## src/hw/mcpc_regs.svh

```systemverilog
// register map, field positions, codes and timing counts of the clock block
// assumes a 100 MHz mclk_i and 8-bit registers placed in 32-bit apb words
`ifndef MCPC_REGS_SVH
`define MCPC_REGS_SVH
// =====================================================
// register indices and byte addresses
`define MCPC_ADDR_W 12
`define MCPC_IDX_CLKCFG 8'ha3
`define MCPC_IDX_PWRDN 8'ha4
`define MCPC_IDX_LFCTL 8'had
`define MCPC_ADDR_CLKCFG {2'h0, `MCPC_IDX_CLKCFG, 2'h0}
`define MCPC_ADDR_PWRDN {2'h0, `MCPC_IDX_PWRDN, 2'h0}
`define MCPC_ADDR_LFCTL {2'h0, `MCPC_IDX_LFCTL, 2'h0}
// =====================================================
// reset values
`define MCPC_RST_CLKCFG 8'h00
`define MCPC_RST_PWRDN 8'h00
`define MCPC_RST_LFCTL 8'h07
// =====================================================
// field positions and synchroniser width
`define MCPC_PD_FLAG_HI 7
`define MCPC_PD_FLAG_LO 5
`define MCPC_LF_PHASE 7
`define MCPC_LF_READY 6
`define MCPC_LF_XACT 3
`define MCPC_NSYNC 9
// =====================================================
// oscillator start codes
`define MCPC_START_BOTH 2'h0
`define MCPC_START_RC 2'h1
`define MCPC_START_XTAL 2'h2
`define MCPC_START_RSV 2'h3
// =====================================================
// low-frequency source codes
`define MCPC_LFS_SXTAL 3'h0
`define MCPC_LFS_SRC 3'h1
`define MCPC_LFS_SYNTH 3'h2
`define MCPC_LFS_APIN 3'h3
`define MCPC_LFS_DIG 3'h4
`define MCPC_LFS_NONE 3'h7
// =====================================================
// power-down codes
`define MCPC_PM_OFF 3'h0
`define MCPC_PM_DEEP 3'h1
`define MCPC_PM_MRET_OFF 3'h2
`define MCPC_PM_MRET_ON 3'h3
`define MCPC_PM_RRET 3'h4
`define MCPC_PM_RSV5 3'h5
`define MCPC_PM_RSV6 3'h6
`define MCPC_PM_STBY 3'h7
// =====================================================
// timing
`define MCPC_CLK_PERIOD_NS 10
`define MCPC_CLK_MHZ 100
`define MCPC_BASE_MHZ 16
`define MCPC_LF_HALF_NS 15259
`define MCPC_LF_HALF_CYC (`MCPC_LF_HALF_NS / `MCPC_CLK_PERIOD_NS)
`endif

```

## src/hw/mcpc_pkg.sv

```systemverilog
// types shared by the clock and power-down control block
// assumes the constants of mcpc_regs.svh
package mcpc_pkg;
    // =====================================================
    // clock configuration register layout
    typedef struct packed {
        logic keep_xtal;
        logic bypass;
        logic [1:0] osc_start;
        logic xtal_wake_en;
        logic [2:0] div;
    } mcpc_clkcfg_t;
    // =====================================================
    // wakeup source flags
    typedef struct packed {
        logic pin;
        logic tick;
        logic comp;
    } mcpc_wake_t;
    typedef enum logic [1:0] {SRC_RC, SRC_XTAL, SRC_PIN} mcpc_src_t;
    typedef enum logic [1:0] {ST_ACTIVE, ST_DOWN, ST_WAKE} mcpc_state_t;
endpackage

```

## src/hw/mcpc_clkdiv.sv

```systemverilog
// mcu clock enable: 16 MHz average pulse rate divided by a power of two
// assumes a 100 MHz mclk_i; pulses only while run_i is high
`timescale 1ns/1ps
`default_nettype none
`include "mcpc_regs.svh"
module mcpc_clkdiv (
    input wire logic mclk_i,
    input wire logic nrst_i,
    input wire logic run_i,
    input wire logic [2:0] div_i,
    output logic tick_o
);
    // =====================================================
    // fractional base rate
    // 16 of every 100 cycles carry a base pulse; jitter traded for no pll
    localparam logic [7:0] STEP = 8'(`MCPC_BASE_MHZ);
    localparam logic [7:0] MODV = 8'(`MCPC_CLK_MHZ);
    logic [6:0] acc_reg;
    logic [6:0] cnt_reg;
    logic tick_reg;
    function automatic logic [6:0] div_mask(input logic [2:0] d);
        div_mask = 7'((8'h01 << d) - 8'h01);
    endfunction
    wire logic [7:0] acc_sum = {1'b0, acc_reg} + STEP;
    wire logic base_tick = acc_sum >= MODV;
    wire logic [6:0] acc_next = base_tick ? 7'(acc_sum - MODV) : acc_sum[6:0];
    wire logic [6:0] cnt_next = 7'(cnt_reg + 7'h01);
    wire logic [6:0] mask = div_mask(div_i);
    // =====================================================
    // power-of-two divider
    // halving per code
    wire logic hit = base_tick && ((cnt_reg & mask) == mask);
    always_ff @(posedge mclk_i or negedge nrst_i) begin
        if (!nrst_i) begin
            acc_reg <= 7'h00;
            cnt_reg <= 7'h00;
            tick_reg <= 1'b0;
        end else begin
            acc_reg <= acc_next;
            if (base_tick) begin
                cnt_reg <= cnt_next;
            end
            tick_reg <= run_i && hit;
        end
    end
    assign tick_o = tick_reg;
endmodule
`default_nettype wire

```

## src/hw/mcpc_top.sv

```systemverilog
// mcu clock source, clock divider, low-frequency clock and power-down control
// assumes an apb master on mclk_i; oscillator, clock and wakeup inputs are asynchronous
`timescale 1ns/1ps
`default_nettype none
`include "mcpc_regs.svh"
// =====================================================
module mcpc_top (
    input wire logic mclk_i,
    input wire logic nrst_i,
    input wire logic psel_i,
    input wire logic penable_i,
    input wire logic pwrite_i,
    input wire logic [`MCPC_ADDR_W-1:0] paddr_i,
    input wire logic [31:0] pwdata_i,
    input wire logic [3:0] pstrb_i,
    output logic [31:0] prdata_o,
    output logic pready_o,
    output logic pslverr_o,
    input wire logic fast_crystal_ready_i,
    input wire logic fast_rc_ready_i,
    input wire logic slow_crystal_clk_i,
    input wire logic slow_rc_clk_i,
    input wire logic lf_analog_pin_clk_i,
    input wire logic lf_digital_pin_clk_i,
    input wire logic wake_pin_i,
    input wire logic wake_tick_i,
    input wire logic wake_comp_i,
    output logic fast_crystal_osc_en_o,
    output logic fast_rc_osc_en_o,
    output var mcpc_pkg::mcpc_src_t sys_clk_src_o,
    output logic mcu_clk_en_o,
    output logic fast_crystal_ready_irq_o,
    output logic [2:0] low_freq_clock_sel_o,
    output logic low_freq_clock_o,
    output logic timers_on_o,
    output logic cpu_halt_o,
    output logic wake_reset_o,
    output logic [2:0] power_mode_o
);
    // =====================================================
    // helpers
    function automatic logic is_deep_ret(input logic [2:0] m);
        is_deep_ret = (m == `MCPC_PM_DEEP) || (m == `MCPC_PM_MRET_OFF) || (m == `MCPC_PM_MRET_ON);
    endfunction
    function automatic logic is_ret(input logic [2:0] m);
        is_ret = is_deep_ret(m) || (m == `MCPC_PM_RRET);
    endfunction
    function automatic logic valid_mode(input logic [2:0] m);
        valid_mode = (m != `MCPC_PM_OFF) && (m != `MCPC_PM_RSV5) && (m != `MCPC_PM_RSV6);
    endfunction

    // =====================================================
    // state
    mcpc_pkg::mcpc_clkcfg_t cc_reg;
    mcpc_pkg::mcpc_wake_t flags_reg;
    mcpc_pkg::mcpc_wake_t flags_next;
    mcpc_pkg::mcpc_state_t state_reg;
    mcpc_pkg::mcpc_state_t state_next;
    mcpc_pkg::mcpc_src_t src_reg;
    logic [`MCPC_NSYNC-1:0] sync1_reg;
    logic [`MCPC_NSYNC-1:0] sync2_reg;
    logic [31:0] prdata_reg;
    logic pready_reg;
    logic pslverr_reg;
    logic [2:0] prev_mode_reg;
    logic [2:0] mode_reg;
    logic [1:0] start_act_reg;
    logic [2:0] lf_sel_reg;
    logic xtal_en_reg;
    logic rc_en_reg;
    logic xtal_act_reg;
    logic xtal_rdy_d_reg;
    logic irq_reg;
    logic lf_phase_reg;
    logic lf_ready_reg;
    logic synth_reg;
    logic [10:0] synth_cnt_reg;
    logic timers_reg;
    logic halt_reg;
    logic wake_rst_reg;

    // =====================================================
    // input synchronisers
    wire logic [`MCPC_NSYNC-1:0] async_in = {
        fast_crystal_ready_i, fast_rc_ready_i, slow_crystal_clk_i, slow_rc_clk_i,
        lf_analog_pin_clk_i, lf_digital_pin_clk_i, wake_pin_i, wake_tick_i, wake_comp_i};
    always_ff @(posedge mclk_i or negedge nrst_i) begin
        if (!nrst_i) begin
            sync1_reg <= '0;
            sync2_reg <= '0;
        end else begin
            sync1_reg <= async_in;
            sync2_reg <= sync1_reg;
        end
    end
    wire logic xtal_rdy_s = sync2_reg[8];
    wire logic rc_rdy_s = sync2_reg[7];
    wire logic [3:0] lf_clk_s = sync2_reg[6:3];
    wire mcpc_pkg::mcpc_wake_t wake_s = mcpc_pkg::mcpc_wake_t'(sync2_reg[2:0]);

    // =====================================================
    // apb slave, one wait state
    wire logic apb_acc = psel_i && penable_i;
    wire logic apb_first = apb_acc && !pready_reg;
    wire logic apb_done = apb_acc && pready_reg;
    wire logic hit_cc = paddr_i == `MCPC_ADDR_CLKCFG;
    wire logic hit_pd = paddr_i == `MCPC_ADDR_PWRDN;
    wire logic hit_lf = paddr_i == `MCPC_ADDR_LFCTL;
    wire logic hit_any = hit_cc || hit_pd || hit_lf;
    // writes land only on the completing edge, lane 0 carries the byte
    wire logic wr_lane = apb_done && pwrite_i && pstrb_i[0];
    wire logic wr_cc = wr_lane && hit_cc;
    wire logic wr_pd = wr_lane && hit_pd;
    wire logic wr_lf = wr_lane && hit_lf;
    wire logic rd_pd_done = apb_done && !pwrite_i && hit_pd;
    wire logic st_active = state_reg == mcpc_pkg::ST_ACTIVE;
    wire logic st_down = state_reg == mcpc_pkg::ST_DOWN;
    wire logic st_wake = state_reg == mcpc_pkg::ST_WAKE;

    // =====================================================
    // register read images
    // wakeup flag bits
    wire logic [7:0] pd_rd = {flags_reg, 2'h0, prev_mode_reg};
    wire logic [7:0] lf_rd = {lf_phase_reg, lf_ready_reg, 2'h0, xtal_act_reg, lf_sel_reg};
    wire logic [7:0] rd_mux = hit_cc ? cc_reg : (hit_pd ? pd_rd : (hit_lf ? lf_rd : 8'h00));
    wire logic [31:0] prdata_next = (apb_first && !pwrite_i) ? {24'h000000, rd_mux} : prdata_reg;
    always_ff @(posedge mclk_i or negedge nrst_i) begin
        if (!nrst_i) begin
            prdata_reg <= 32'h00000000;
            pready_reg <= 1'b0;
            pslverr_reg <= 1'b0;
        end else begin
            prdata_reg <= prdata_next;
            pready_reg <= apb_first;
            pslverr_reg <= apb_first && !hit_any;
        end
    end

    // =====================================================
    // power-down sequencing
    // valid nonzero code enters
    wire logic [2:0] wr_mode = pwdata_i[2:0];
    wire logic enter = wr_pd && st_active && valid_mode(wr_mode);
    wire logic xtal_rise = xtal_rdy_s && !xtal_rdy_d_reg;
    wire logic xtal_wake = cc_reg.xtal_wake_en && xtal_rise;
    wire logic wake_any = (|wake_s) || xtal_wake;
    wire logic [1:0] start_eff = (start_act_reg == `MCPC_START_RSV) ? `MCPC_START_BOTH : start_act_reg;
    wire logic run_xtal = start_eff != `MCPC_START_RC;
    wire logic run_rc = start_eff != `MCPC_START_XTAL;
    wire logic fast_ok = (start_eff == `MCPC_START_XTAL) ? xtal_rdy_s : rc_rdy_s;
    wire logic lf_active = lf_sel_reg <= `MCPC_LFS_DIG;
    wire logic lf_ok = !lf_active || lf_ready_reg;
    always_comb begin
        state_next = state_reg;
        case (state_reg)
            mcpc_pkg::ST_ACTIVE: begin
                if (enter) begin
                    state_next = mcpc_pkg::ST_DOWN;
                end
            end
            mcpc_pkg::ST_DOWN: begin
                if (wake_any) begin
                    state_next = mcpc_pkg::ST_WAKE;
                end
            end
            mcpc_pkg::ST_WAKE: begin
                if (fast_ok && lf_ok) begin
                    state_next = mcpc_pkg::ST_ACTIVE;
                end
            end
            default: begin
                state_next = mcpc_pkg::ST_ACTIVE;
            end
        endcase
    end
    wire logic leave_down = st_down && wake_any;
    wire logic resume = st_wake && fast_ok && lf_ok;
    // clear on read or entry
    // a set in the clearing cycle still wins
    wire mcpc_pkg::mcpc_wake_t rd_clr = rd_pd_done ? mcpc_pkg::mcpc_wake_t'(prdata_reg[7:5]) : 3'h0;
    assign flags_next = (flags_reg & ~rd_clr & ~{3{enter}}) | (wake_s & {3{st_down}});
    wire logic timers_next = (state_next == mcpc_pkg::ST_DOWN) &&
        ((wr_mode == `MCPC_PM_MRET_ON && enter) || (!enter && mode_reg == `MCPC_PM_MRET_ON) ||
         ((enter ? wr_mode : mode_reg) == `MCPC_PM_RRET && lf_active));
    always_ff @(posedge mclk_i or negedge nrst_i) begin
        if (!nrst_i) begin
            state_reg <= mcpc_pkg::ST_ACTIVE;
            flags_reg <= 3'h0;
            prev_mode_reg <= `MCPC_PM_OFF;
            mode_reg <= `MCPC_PM_OFF;
            timers_reg <= 1'b0;
            halt_reg <= 1'b0;
            wake_rst_reg <= 1'b0;
        end else begin
            state_reg <= state_next;
            flags_reg <= flags_next;
            timers_reg <= timers_next;
            halt_reg <= state_next != mcpc_pkg::ST_ACTIVE;
            wake_rst_reg <= resume && is_deep_ret(mode_reg);
            if (enter) begin
                prev_mode_reg <= wr_mode;
                mode_reg <= wr_mode;
            end else if (resume) begin
                mode_reg <= `MCPC_PM_OFF;
            end
        end
    end

    // =====================================================
    // fast oscillators and mcu clock source
    // crystal kept in standby, and in register retention when keep_xtal is set
    wire logic xtal_en_next = st_down ?
        (mode_reg == `MCPC_PM_STBY || (mode_reg == `MCPC_PM_RRET && cc_reg.keep_xtal)) : run_xtal;
    wire logic rc_en_next = st_down ? (mode_reg == `MCPC_PM_STBY) : run_rc;
    wire logic xtal_act_next = xtal_en_reg && xtal_rdy_s && run_xtal;
    wire mcpc_pkg::mcpc_src_t src_next = cc_reg.bypass ? mcpc_pkg::SRC_PIN :
        (xtal_act_reg ? mcpc_pkg::SRC_XTAL : mcpc_pkg::SRC_RC);
    always_ff @(posedge mclk_i or negedge nrst_i) begin
        if (!nrst_i) begin
            cc_reg <= mcpc_pkg::mcpc_clkcfg_t'(`MCPC_RST_CLKCFG);
            start_act_reg <= `MCPC_START_BOTH;
            xtal_en_reg <= 1'b0;
            rc_en_reg <= 1'b0;
            xtal_act_reg <= 1'b0;
            xtal_rdy_d_reg <= 1'b0;
            irq_reg <= 1'b0;
            src_reg <= mcpc_pkg::SRC_RC;
        end else begin
            if (wr_cc) begin
                cc_reg <= mcpc_pkg::mcpc_clkcfg_t'(pwdata_i[7:0]);
            end
            if (leave_down && is_ret(mode_reg)) begin
                start_act_reg <= cc_reg.osc_start;
            end
            xtal_en_reg <= xtal_en_next;
            rc_en_reg <= rc_en_next;
            xtal_act_reg <= xtal_act_next;
            xtal_rdy_d_reg <= xtal_rdy_s;
            irq_reg <= xtal_rise && cc_reg.xtal_wake_en;
            src_reg <= src_next;
        end
    end

    // =====================================================
    // low-frequency clock
    // synthesized clock stops
    wire logic synth_run = xtal_act_reg && !(st_down && is_deep_ret(mode_reg));
    wire logic synth_wrap = synth_cnt_reg == 11'(`MCPC_LF_HALF_CYC - 1);
    wire logic [10:0] synth_cnt_next = synth_wrap ? 11'h000 : 11'(synth_cnt_reg + 11'h001);
    wire logic [7:0] lf_cand = {3'h0, lf_clk_s[0], lf_clk_s[1], synth_reg, lf_clk_s[2], lf_clk_s[3]};
    wire logic lf_mux = lf_cand[lf_sel_reg];
    // ready needs a seen edge; retested after every power-down
    wire logic lf_edge = lf_mux != lf_phase_reg;
    always_ff @(posedge mclk_i or negedge nrst_i) begin
        if (!nrst_i) begin
            lf_sel_reg <= 3'(`MCPC_RST_LFCTL);
            synth_cnt_reg <= 11'h000;
            synth_reg <= 1'b0;
            lf_phase_reg <= 1'b0;
            lf_ready_reg <= 1'b0;
        end else begin
            if (wr_lf) begin
                lf_sel_reg <= pwdata_i[2:0];
            end
            if (synth_run) begin
                synth_cnt_reg <= synth_cnt_next;
                synth_reg <= synth_reg ^ synth_wrap;
            end
            lf_phase_reg <= lf_mux;
            lf_ready_reg <= lf_edge || (lf_ready_reg && !wr_lf && !enter);
        end
    end

    // =====================================================
    // mcu clock divider
    mcpc_clkdiv u_div (
        .mclk_i(mclk_i),
        .nrst_i(nrst_i),
        .run_i(st_active),
        .div_i(cc_reg.div),
        .tick_o(mcu_clk_en_o)
    );

    // =====================================================
    // outputs
    assign prdata_o = prdata_reg;
    assign pready_o = pready_reg;
    assign pslverr_o = pslverr_reg;
    assign fast_crystal_osc_en_o = xtal_en_reg;
    assign fast_rc_osc_en_o = rc_en_reg;
    assign sys_clk_src_o = src_reg;
    assign fast_crystal_ready_irq_o = irq_reg;
    assign low_freq_clock_sel_o = lf_sel_reg;
    assign low_freq_clock_o = lf_phase_reg;
    assign timers_on_o = timers_reg;
    assign cpu_halt_o = halt_reg;
    assign wake_reset_o = wake_rst_reg;
    assign power_mode_o = mode_reg;
endmodule
`default_nettype wire

```

## config.mk

```make
export PLATFORM = sky130hd
export DESIGN_NAME = mcpc_top
export DESIGN_NICKNAME = d
export VERILOG_FILES = /design/src/hw/mcpc_pkg.sv /design/src/hw/mcpc_clkdiv.sv /design/src/hw/mcpc_top.sv
export VERILOG_INCLUDE_DIRS = /design/src /design/src/hw
export SDC_FILE = /design/constraint.sdc
export NUM_CORES = 1
export LEC_CHECK = 0
export BUFFER_PORTS_ARGS = -buffer_cell sky130_fd_sc_hd__buf_2
export CAP_MARGIN = 20
export CORE_MARGIN = 4
export CORE_UTILIZATION = 50
export DETAILED_ROUTE_END_ITERATION = 10
export GPL_TIMING_DRIVEN = 0
export PLACE_DENSITY_LB_ADDON = 0.3
export SLEW_MARGIN = 5
export SYNTH_ARGS = -nofsm -noshare
export SYNTH_HDL_FRONTEND = slang
export SYNTH_HIERARCHICAL = 1
export SYNTH_SLANG_ARGS = --single-unit
```

## constraint.sdc

```tcl
create_clock -name mclk_i -period 2 [get_ports mclk_i]
set_input_delay 0.1 -clock mclk_i [delete_from_list [all_inputs] [get_ports mclk_i]]
set_output_delay 0.1 -clock mclk_i [all_outputs]
set_load 0.005 [all_outputs]
```

Word level (Yosys, flattened, before mapping) --
Cells that the tools add are included.
Word-level totals: input bits 62, word-level logic and storage cells 155, output and inout port bits 50, register bits 91
Operators by class: equality and inequality tests 22, multiplexer cells 21, order comparisons 3, bitwise logic cells 8, shifts and indexed selects 1, $add $sub $neg 5, reduce and logical (&&, ||, !) cells 61
Operator list (number):
- $logic_and A1 B1 Y1 | 37
- $eq A12 B10 Y1 const B | 3
- $mux W8 | 3
- $mux W3 | 4
- $add A11 B1 Y11 const B | 1
- $eq A11 B11 Y1 const B | 1
- $logic_or A1 B1 Y1 | 11
- $mux W11 | 1
- $mux W2 | 5
- $and A3 B3 Y3 | 3
- $eq A3 B2 Y1 const B | 3
- $eq A3 B3 Y1 const B | 3
- $add A7 B5 Y8 const B | 1
- $ge A8 B7 Y1 const B | 1
- $logic_not A1 Y1 | 8
- $add A7 B1 Y7 const B | 1
- $and A7 B7 Y7 | 1
- $eq A7 B7 Y1 | 1
- $mux W7 | 1
- $shl A1 B3 Y7 const A | 1
- $sub A7 B1 Y7 const B | 1
- $sub A7 B7 Y7 const B | 1
- $eq A2 B2 Y1 const B | 3
- $ne A3 B3 Y1 const B | 2
- 17 further kinds | 24

Longest topological paths before layout --
Gate-level depths: netlist of the first run.
depth after elaboration 12, mapped depth 6, mapped depth without buffers 6

Cells and area by module --
Netlist of the first run, hierarchy kept.
By module, submodules not included:
- mcpc_top | times used 1, seq. area each 1905.6 um^2, cells an instance 293, area an instance 3417.0 um^2
- mcpc_clkdiv | times used 1, seq. area each 325.3 um^2, cells an instance 91, area an instance 839.6 um^2

Least setup slack after synthesis of the first run --
No wires, ideal clock.
path type reg2reg, start point reg lf_sel_reg[0], in the netlist low_freq_clock_sel_o[0], end point reg lf_ready_reg, clock period less this slack 1786 ps, data required time 1880 ps, buffers on the path 0, arrival time 1665 ps, slack 214 ps, stages on the path, launching flop included 5, setup time 120 ps, cells stage by stage dfstp_2 -> mux4_2 -> mux2_2 -> xor2_1 -> a31o_2
On the way: longest elaborated chain between the ends 4
RTL lines:
- start: declaration | line mcpc_top.sv:68 | logic [2:0] lf_sel_reg;
- start signal: assignment | line mcpc_top.sv:256 | lf_sel_reg <= 3'(`MCPC_RST_LFCTL);
- start signal: assignment | line mcpc_top.sv:263 | lf_sel_reg <= pwdata_i[2:0];
- $bmux W1 S3 | line mcpc_top.sv:251 | wire logic lf_mux = lf_cand[lf_sel_reg];
- $mux W1 (not written as such) | line mcpc_top.sv:251
- named net lf_mux | line mcpc_top.sv:251
- $ne A1 B1 Y1 | line mcpc_top.sv:253 | wire logic lf_edge = lf_mux != lf_phase_reg;
- $logic_or A1 B1 Y1 | line mcpc_top.sv:270 | lf_ready_reg <= lf_edge || (lf_ready_reg && !wr_lf && !enter);
- end signal: assignment | line mcpc_top.sv:270
- end: declaration | line mcpc_top.sv:75 | logic lf_ready_reg;
The timed path passes the listed nets, and every way through them passes these cells. The select of a mux whose other input is x is not followed. A chain may end at the register's enable or synchronous reset.

Worst setup path in the final report of the first run --
Same ends and word-level chain as after synthesis.

==> flow_metrics.tcl, run 1 <==
set metrics [dict create \
    status "completed" \
    slew_headroom 0.433 \
    final_cell_area_um2 5160 \
    final_nets 564 \
    async_flop_share 1.00 \
    reg2reg_slack_ns 0.09 \
    worstSetupPathType "flop to flop" \
    finClkSkew_ns 0.0117 \
    fin_crit_sh 0.953 \
    synthDominantCellAreaShare 0.506 \
    wl_um 9160 \
    synth_simple_gate_area_frac 0.163 \
    die_area_um2 10100 \
    yosys-top-cells-area "dfrtp_1, mux2_2, buf_4, o21ai_0, nand2_1" \
    avgSynthCellArea_um2 11.1 \
    dp_cells 572 \
    hpwl_um 6600 \
    fin_ws_ns 0.0935 \
    period_needed_ns 1.91 \
    timing.fmax_mhz 525 \
    synth_cells 384 \
    tritoncts "built" \
    firstDrtPassIters 5 \
    drc 0 \
    grtUsageTotal 0.191 \
    max-cap-violations 0 \
    rows 33 \
    ys_seq_area_frac 0.524 \
    critPathLaunchType "flop" \
    drive_gt1_frac 0.281 \
    r2r-start "low_freq_clock_sel_o[0]" \
    worstRegToRegCells 4 \
    drt-met1-wl_um 4130 \
    gp_congestion 0.838 \
    clock_latency_ns 0.35 \
    route.met3.wl_um 553 \
    h-tree-depth 3 \
    powerDensity_nw_per_um2 671 \
    synth_compound_area_frac 0.147 \
    ant_nets 0 \
    yosys.area.top_type "dfrtp_1" \
    holdPathStages 2 \
    holdPathEnd "cc_reg[4]" \
    tightest_slew_ns 0.846 \
    largest_reg_flops 11 \
    synth_most_common_cell "dfrtp_1" \
    die_h_um 100 \
    p_leak_nw 2.50 \
    grt_pass1_vias 3073 \
    start_util 0.515 \
    min_from "pwdata_i[4]" \
    core_um2 8260 \
    clock_path_buffers 2 \
    finalHoldViolCount 0 \
    place_area_um2 4800 \
    met2WireLength_um 4270 \
    reg2reg_to "lf_ready_reg" \
    wire_per_inst_um 15.2 \
    port_buffers 59 \
    vias_per_cell 5.38 \
    grt_setup_unrepaired "false" \
    cp_max_fo 6 \
    yosysWarnings 6 \
    finalMaxSlewViolations 0 \
    synth_edf_count 0 \
    fp.dieW_um 100 \
    clkTransAtPathRegs_ns 0.09 \
    synth_flop_cell "dfrtp_1" \
    vias 3252 \
    setup_viol 0 \
    area_growth_pct 21.2 \
    grt_first_pass_wirelength_um 15200 \
    worstPathRequired_ns 2.25 \
    setup-tns-final_ns 0 \
    critPathArrivalTime_ns 2.16 \
    synth_seq_cells 89 \
    antenna_cells 0 \
    antenna_found_initial 0 \
    synth.distinct_cells 66 \
    top_layer_used "met4" \
    yosys-top-cells-count "dfrtp_1, nand2_1, o21ai_0, buf_4, mux2_2" \
    ios 112 \
    grt_max_degree 70 \
    worstSetupEndpointType "flop" \
    hold_class "input port to flop" \
    muxShareOfSynthArea 0.0526 \
    cts_buffers 9 \
    root_buffer "clkbuf_8" \
    synth_area_um2 4260 \
    cts_sinks 89 \
    overflow 0 \
    drt_iter0_drc 159 \
    synth-xor-area-share 0.0244 \
    cts_setup_buffers 0 \
    synth_top_family_by_area "simple AND/OR/NAND/NOR gates" \
    peakVddDrop_uv 455 \
    post-place-ws_ns 0.0834 \
    final_cells 604 \
    synth_fa_ha_area_frac 0.0235 \
]
[cell type report]
class / instances / area, um2
fill: 681 / 3100
sequential: 89 / 2230
multi-input combinational: 270 / 1850
timing repair buffer: 76 / 485
buffer: 33 / 218
clock buffer: 14 / 173
tap: 105 / 131
inverter: 15 / 56.3
clock inverter: 2 / 12.5
[layer usage]
metal  global-route usage  vias up
li1                     -     1572
met1                0.275     1550
met2                0.293      110
met3               0.0278       20
met4               0.0746        0
met5                    0        -
[cells in the final DEF, fill, tap and decap left out, types with 8 or more instances in the layout]
master | synthesis | layout
dfrtp_1 | 86 | 86
buf_2 | 3 | 61
nand2_1 | 33 | 33
o21ai_0 | 25 | 25
buf_4 | 24 | 25
conb_1 | 1 | 24
mux2_2 | 17 | 17
dlygate4sd3_1 | 0 | 16
inv_1 | 15 | 15
nor2_1 | 14 | 13
nand3_1 | 12 | 12
clkbuf_8 | 0 | 12
a21oi_1 | 12 | 11
clkbuf_1 | 6 | 8
ha_1 | 8 | 8
[critical path, stage by stage, from the launching register on]
cell and delay (ns):
dfstp_2 0.64, mux4_2 0.52, mux2_2 0.29, xor2_1 0.15
a31o_2 0.21
[report_power, final]
part / leakage, nW / internal [mW] / total, mW / switching (mW)
Sequential: 1.11 / 1.88 / 1.97 / 0.0842
Clock: 0.0927 / 0.553 / 1.15 / 0.595
Combinational: 1.29 / 0.168 / 0.343 / 0.175
Total: 2.50 / 2.61 / 3.46 / 0.854
[through the flow]
stage / hold WS [ns] / power [mW] / utilization
after floorplan: -0.196 / 2.17 / -
after global placement: 0.209 / 2.29 / 0.578
after detailed placement: 0.00855 / 2.32 / 0.581
after CTS: 0.0000626 / 3.49 / 0.622
after global routing: 0.0178 / 3.64 / 0.625
final: 0.00996 / 3.46 / 0.625
[what timing repair did]
item / in CTS / in global routing
resized for setup: 0 / 4
hold buffers: 15 / 1
endpoints found under the hold margin: 61 / 1
setup endpoints to repair: 0 / 8
[worst max-delay path by stage]
stage                                  from                to  slack [ns]  cells past startpoint
floorplan           low_freq_clock_sel_o[0]      lf_ready_reg        0.21                      4
global placement                     nrst_i  synth_cnt_reg[7]        0.07                      1
detailed placement             state_reg[1]  prev_mode_reg[1]        0.08                      5
CTS                        u_div/acc_reg[2]  u_div/cnt_reg[1]        0.06                      6
global route                power_mode_o[0]  synth_cnt_reg[2]        0.01                      4
finish              low_freq_clock_sel_o[0]      lf_ready_reg        0.09                      4
[cells by family (layout without fill, tap and decap cells)]
group,after synthesis,count (layout)
other,1,24
AO/OA/AOI/OAI,91,91
buffers and inverters,48,140
adder cells (fa/ha/maj),8,8
XOR/XNOR,11,11
flip-flops,89,89
AND/OR/NAND/NOR,117,117
multiplexers,19,19
Power figures use the tool's default switching activity.
==> run 2, diff against run 1 <==
--- a/config.mk
+++ b/config.mk
@@ -6,6 +6,7 @@
 export SDC_FILE = /design/constraint.sdc
 export NUM_CORES = 1
 export LEC_CHECK = 0
+export ABC_AREA = 1
 export BUFFER_PORTS_ARGS = -buffer_cell sky130_fd_sc_hd__buf_2
 export CAP_MARGIN = 20
 export CORE_MARGIN = 4
@@ -13,7 +14,7 @@
 export DETAILED_ROUTE_END_ITERATION = 10
 export GPL_TIMING_DRIVEN = 0
 export PLACE_DENSITY_LB_ADDON = 0.3
-export SLEW_MARGIN = 5
+export SLEW_MARGIN = 20
 export SYNTH_ARGS = -nofsm -noshare
 export SYNTH_HDL_FRONTEND = slang
 export SYNTH_HIERARCHICAL = 1
==> flow_metrics.tcl, run 2 <==
set metrics [dict create \
    status "completed" \
    clock_path_buffers 2 \
    use_met2 0.328 \
    avgSynthCellArea_um2 8.31 \
    drc 0 \
    mostFrequentLayoutCell "nand2_1" \
    tightest_slew_ns 0.505 \
    vias_per_cell 4.90 \
    ios 112 \
    holdPathStages 3 \
    synth_cells 532 \
    worstPathRequired_ns 2.24 \
    synth_most_common_cell "nand2_1" \
    antenna_cells 0 \
    synth_edf_count 0 \
    n_fill_cell 770 \
    yosys.area.top_type "dfrtp_1" \
    start_util 0.509 \
    critPathLaunchType "flop" \
    firstDrtPassIters 4 \
    grt_util_met1 0.258 \
    peakVddDrop_uv 443 \
    die_h_um 102 \
    antenna_found_initial 1 \
    wire_per_inst_um 12.7 \
    root_buffer "clkbuf_8" \
    synthDominantCellAreaShare 0.487 \
    total_power_mw 3.67 \
    setup-tns-final_ns 0 \
    grt_pass1_vias 3572 \
    synth_seq_cells 89 \
    rows 34 \
    whs_ns 0.0375 \
    multi_input_area_um2 1780 \
    busiest_layer "met2" \
    gp_congestion 0.899 \
    grt_max_degree 53 \
    critPathArrivalTime_ns 1.92 \
    clkTransAtPathRegs_ns 0.09 \
    drt_iter0_drc 236 \
    grt_setup_unrepaired "false" \
    period_needed_ns 1.68 \
    final_cell_area_um2 5370 \
    ant_nets 0 \
    layout_common_cells "nand2_1, dfrtp_1, inv_1" \
    finClkSkew_ns 0.0116 \
    cts_sinks 89 \
    clock_latency_ns 0.36 \
    sequential_cell_area_um2 2230 \
    max-cap-violations 0 \
    grt_first_pass_wirelength_um 16200 \
    core_um2 8680 \
    cp_max_fo 7 \
    wl_um 9590 \
    place_area_um2 4970 \
    fin_ws_ns 0.320 \
    largest_reg_flops 11 \
    worstSetupPathType "flop to flop" \
    finalHoldViolCount 0 \
    reg2reg_to "flags_reg[0]" \
    h-tree-depth 3 \
    post-place-ws_ns 0.372 \
    ys_seq_area_frac 0.505 \
    p_leak_nw 2.91 \
    synth.distinct_cells 36 \
    tritoncts "built" \
    port_buffers 60 \
    area_growth_pct 21.5 \
    holdPathEnd "prev_mode_reg[0]" \
    fp.dieW_um 102 \
    die_area_um2 10400 \
    overflow 0 \
    grt_use_met3 0.0334 \
    timing.fmax_mhz 595 \
    r2r-start "state_reg[1]" \
    drive_gt1_frac 0.205 \
    slew_headroom 0.663 \
    yosysWarnings 6 \
    synth_flop_cell "dfrtp_1" \
    hold_class "input port to flop" \
    yosys-top-cells-count "nand2_1, dfrtp_1, inv_1, nand3_1, nor2_1" \
    vias 3712 \
    min_from "pwdata_i[0]" \
    finalMaxSlewViolations 0 \
    worstRegToRegCells 8 \
    powerDensity_nw_per_um2 684 \
    async_flop_share 1.00 \
    cts_buffers 9 \
    worstSetupEndpointType "flop" \
    grtUsageTotal 0.196 \
    yosys-top-cells-area "dfrtp_1, nand2_1, inv_1, nand3_1, buf_4" \
    fin_crit_sh 0.840 \
    hpwl_um 7170 \
    final_nets 715 \
    setup_viol 0 \
    synth_area_um2 4420 \
    reg2reg_slack_ns 0.32 \
]
run 2: cell count changes after synthesis, sizes merged, moves of 8 or more:
cell   delta
nor2     +34
nand4     +8
mux2     -16
nand3    +40
nand2   +108
inv      +59
run 2: worst max path at each step:
stage	from	endpoint	slack, ns	cells past startpoint
6_report	state_reg[1]	flags_reg[0]	0.32	8
4_1_cts	penable_i	prdata_o[4]	0.08	9
2_1_floorplan	state_reg[1]	flags_reg[0]	0.63	8
5_1_grt	state_reg[1]	flags_reg[2]	0.14	8
3_3_place_gp	nrst_i	fast_rc_osc_en_o	0.07	1
3_5_place_dp	state_reg[1]	flags_reg[1]	0.37	8
run 2: routing by layer:
metal / wire, um / part of all wire
met5: 12 / 0.0013
met1: 4220 / 0.44
met2: 4710 / 0.49
met4: 189 / 0.020
met3: 458 / 0.048
run 2: final cells by class:
type | count | share of cell area
Buffer | 29 | 0.0408
Clock buffer | 10 | 0.0238
Clock inverter | 6 | 0.0168
Inverter | 74 | 0.0524
Multi-Input combinational cell | 363 | 0.332
Sequential cell | 89 | 0.415
Tap cell | 108 | 0.0252
Timing Repair Buffer | 79 | 0.0941
run 2: cells by family after synthesis:
group | synth area share
compound gates | 0.0679
xor+xnor | 0.0159
fa+ha+maj | 0.0226
buf+inv | 0.112
flops | 0.505
mux | 0.00255
other cells | 0.000848
simple gates | 0.273
run 2: where the power goes:
part | internal (mW) | switching [mW] | total (mW)
combinational | 0.161 | 0.217 | 0.378
sequential | 1.88 | 0.0593 | 1.94
clock | 0.711 | 0.645 | 1.36
total | 2.75 | 0.921 | 3.67
run 2: repair_timing:
action	4_1_cts	5_1_grt
setup endpoints to repair	0	2
gates resized for setup	0	3
hold buffers	17	0
endpoints found under the hold margin	49	0
setup buffers	0	2
run 2: critical path, stage by stage (launching register included):
cell     delay, ns
dfrtp_1       0.42
inv_1         0.10
nand2_1       0.10
a21oi_1       0.22
nand3_1       0.17
nor2_2        0.18
inv_1         0.16
nand3_1       0.12
o21ai_0       0.08
run 2: through the flow:
stage,std cells,utilization
finish,758,0.619
global route,758,0.619
CTS,757,0.618
detailed placement,724,0.573
global placement,723,0.569
floorplan,555,-
==> run 3, diff against run 2 <==
--- a/config.mk
+++ b/config.mk
@@ -10,7 +10,7 @@
 export BUFFER_PORTS_ARGS = -buffer_cell sky130_fd_sc_hd__buf_2
 export CAP_MARGIN = 20
 export CORE_MARGIN = 4
-export CORE_UTILIZATION = 50
+export CORE_UTILIZATION = 48
 export DETAILED_ROUTE_END_ITERATION = 10
 export GPL_TIMING_DRIVEN = 0
 export PLACE_DENSITY_LB_ADDON = 0.3
==> constraint.sdc (replaced) <==
create_clock -name mclk_i -period 1.38 [get_ports mclk_i]
set_input_delay 0.069 -clock mclk_i [delete_from_list [all_inputs] [get_ports mclk_i]]
set_output_delay 0.069 -clock mclk_i [all_outputs]
set_load 0.005 [all_outputs]
==> flow_metrics.tcl, run 3 (synthesis gave the netlist of run 2 again) <==
set metrics [dict create \
    ios 112 \
    finalHoldViolCount 0 \
    port_buffers 60 \
    clock_latency_ns 0.35 \
    hpwl_um 7010 \
    clock_path_buffers 2 \
    overflow 0 \
    max-cap-violations 0 \
    drt_iter0_drc 158 \
    vias 3924 \
    drc 0 \
    wl_um 10800 \
    gp_congestion 0.883 \
    failed_checks "setup timing" \
    critPathArrivalTime_ns 1.80 \
    p_leak_nw 3.12 \
    worstPathRequired_ns 1.66 \
    firstDrtPassIters 4 \
    die_area_um2 10800 \
    vias_per_cell 4.93 \
    die_h_um 104 \
    wire_per_inst_um 13.5 \
    finalMaxSlewViolations 0 \
    ant_nets 0 \
    mostFrequentLayoutCell "nand2_1" \
    clkTransAtPathRegs_ns 0.09 \
    tritoncts "built" \
    area_growth_pct 35.9 \
    grt_setup_unrepaired "true" \
    peakVddDrop_uv 586 \
    cp_max_fo 4 \
    antenna_found_initial 0 \
    root_buffer "clkbuf_8" \
    slew_headroom 0.591 \
    fp.dieW_um 104 \
    antenna_cells 0 \
    timing.fmax_mhz 661 \
    grtUsageTotal 0.198 \
    cts_buffers 9 \
    worstSetupPathType "flop to flop" \
    drive_gt1_frac 0.346 \
    grt_pass1_vias 3738 \
    setup_viol 28 \
    post-place-ws_ns -0.246 \
    start_util 0.500 \
    place_area_um2 4960 \
    h-tree-depth 3 \
    critPathLaunchType "flop" \
    largest_reg_flops 11 \
    status "finished with violations" \
    fin_ws_ns -0.134 \
    grt_max_degree 48 \
    rows 34 \
    tightest_slew_ns 0.614 \
    layout_common_cells "nand2_1, dfrtp_1, buf_2" \
    period_needed_ns 1.51 \
    core_um2 8850 \
    worstSetupEndpointType "flop" \
    finClkSkew_ns 0.00932 \
    powerDensity_nw_per_um2 903 \
    fin_crit_sh 1.10 \
    hold_class "input port to flop" \
    grt_first_pass_wirelength_um 17700 \
    final_nets 753 \
    cts_sinks 89 \
    final_cell_area_um2 6010 \
]
==> run 3: timing repair <==
action | 4_1_cts | 5_1_grt
hold endpoints to repair | 61 | 0
gates cloned | 2 | 0
pin swaps | 15 | 25
endpoints found under the setup margin | 34 | 49
hold buffers | 20 | 0
setup buffers | 22 | 12
gates resized for setup | 64 | 54
==> run 3: per-stage QoR <==
stage	power, mW	hold WS [ns]	instances	setup TNS (ns)	utilization
final	5.42	0.0352	796	-1.50	0.679
after CTS	5.41	0.0254	784	-0.351	0.651
after global placement	3.33	0.176	723	-49.41	0.559
after detailed placement	3.35	0.123	724	-4.34	0.561
after floorplan	3.15	-0.227	555	0	-
after global routing	5.70	0.0240	796	-4.40	0.679
==> run 3: per-layer routing <==
| metal | global-route usage | share of wire | vias to the layer above |
|---|---|---|---|
| met1 | 0.251 | 0.43 | 1857 |
| met2 | 0.341 | 0.52 | 91 |
| met3 | 0.0372 | 0.042 | 12 |
| met4 | 0.0636 | 0.011 | 0 |
| li1 | - | - | 1964 |
| met5 | 0 | 0 | - |
==> run 3: final cells by class <==
class	count	area, um2
fill	690	2840
sequential	89	2240
multi-input combinational	363	2100
timing repair buffer	117	812
inverter	74	283
buffer	29	223
tap	108	135
clock buffer	10	128
clock inverter	6	91.3
==> run 3: final timing paths <==
kind                         startpoint               end  slack (ns)  cells after the start
min in group asynchronous        nrst_i  u_div/cnt_reg[5]        0.26                      2
max reg2reg                    pready_o       timers_on_o       -0.13                      8
min                            pwrite_i       prdata_o[7]        0.04                      4
max in group asynchronous        nrst_i   power_mode_o[1]        0.45                      3
min reg2reg                sync1_reg[7]      sync2_reg[7]        0.35                      0
max                            pready_o       timers_on_o       -0.13                      8
==> run 3: power breakdown <==
group / switching [mW] / total [mW] / internal (mW)
combinational: 0.357 / 0.633 / 0.276
sequential: 0.107 / 2.83 / 2.72
clock: 0.927 / 1.96 / 1.03
==> run 3: critical path, cell delays in order, from the launching register on <==
cell     delay [ns]
dfrtp_1        0.41
nand3_2        0.12
inv_2          0.10
nand2_1        0.13
nor2_2         0.13
nand4_1        0.19
nand2_1        0.14
nand3_1        0.10
a21oi_2        0.13
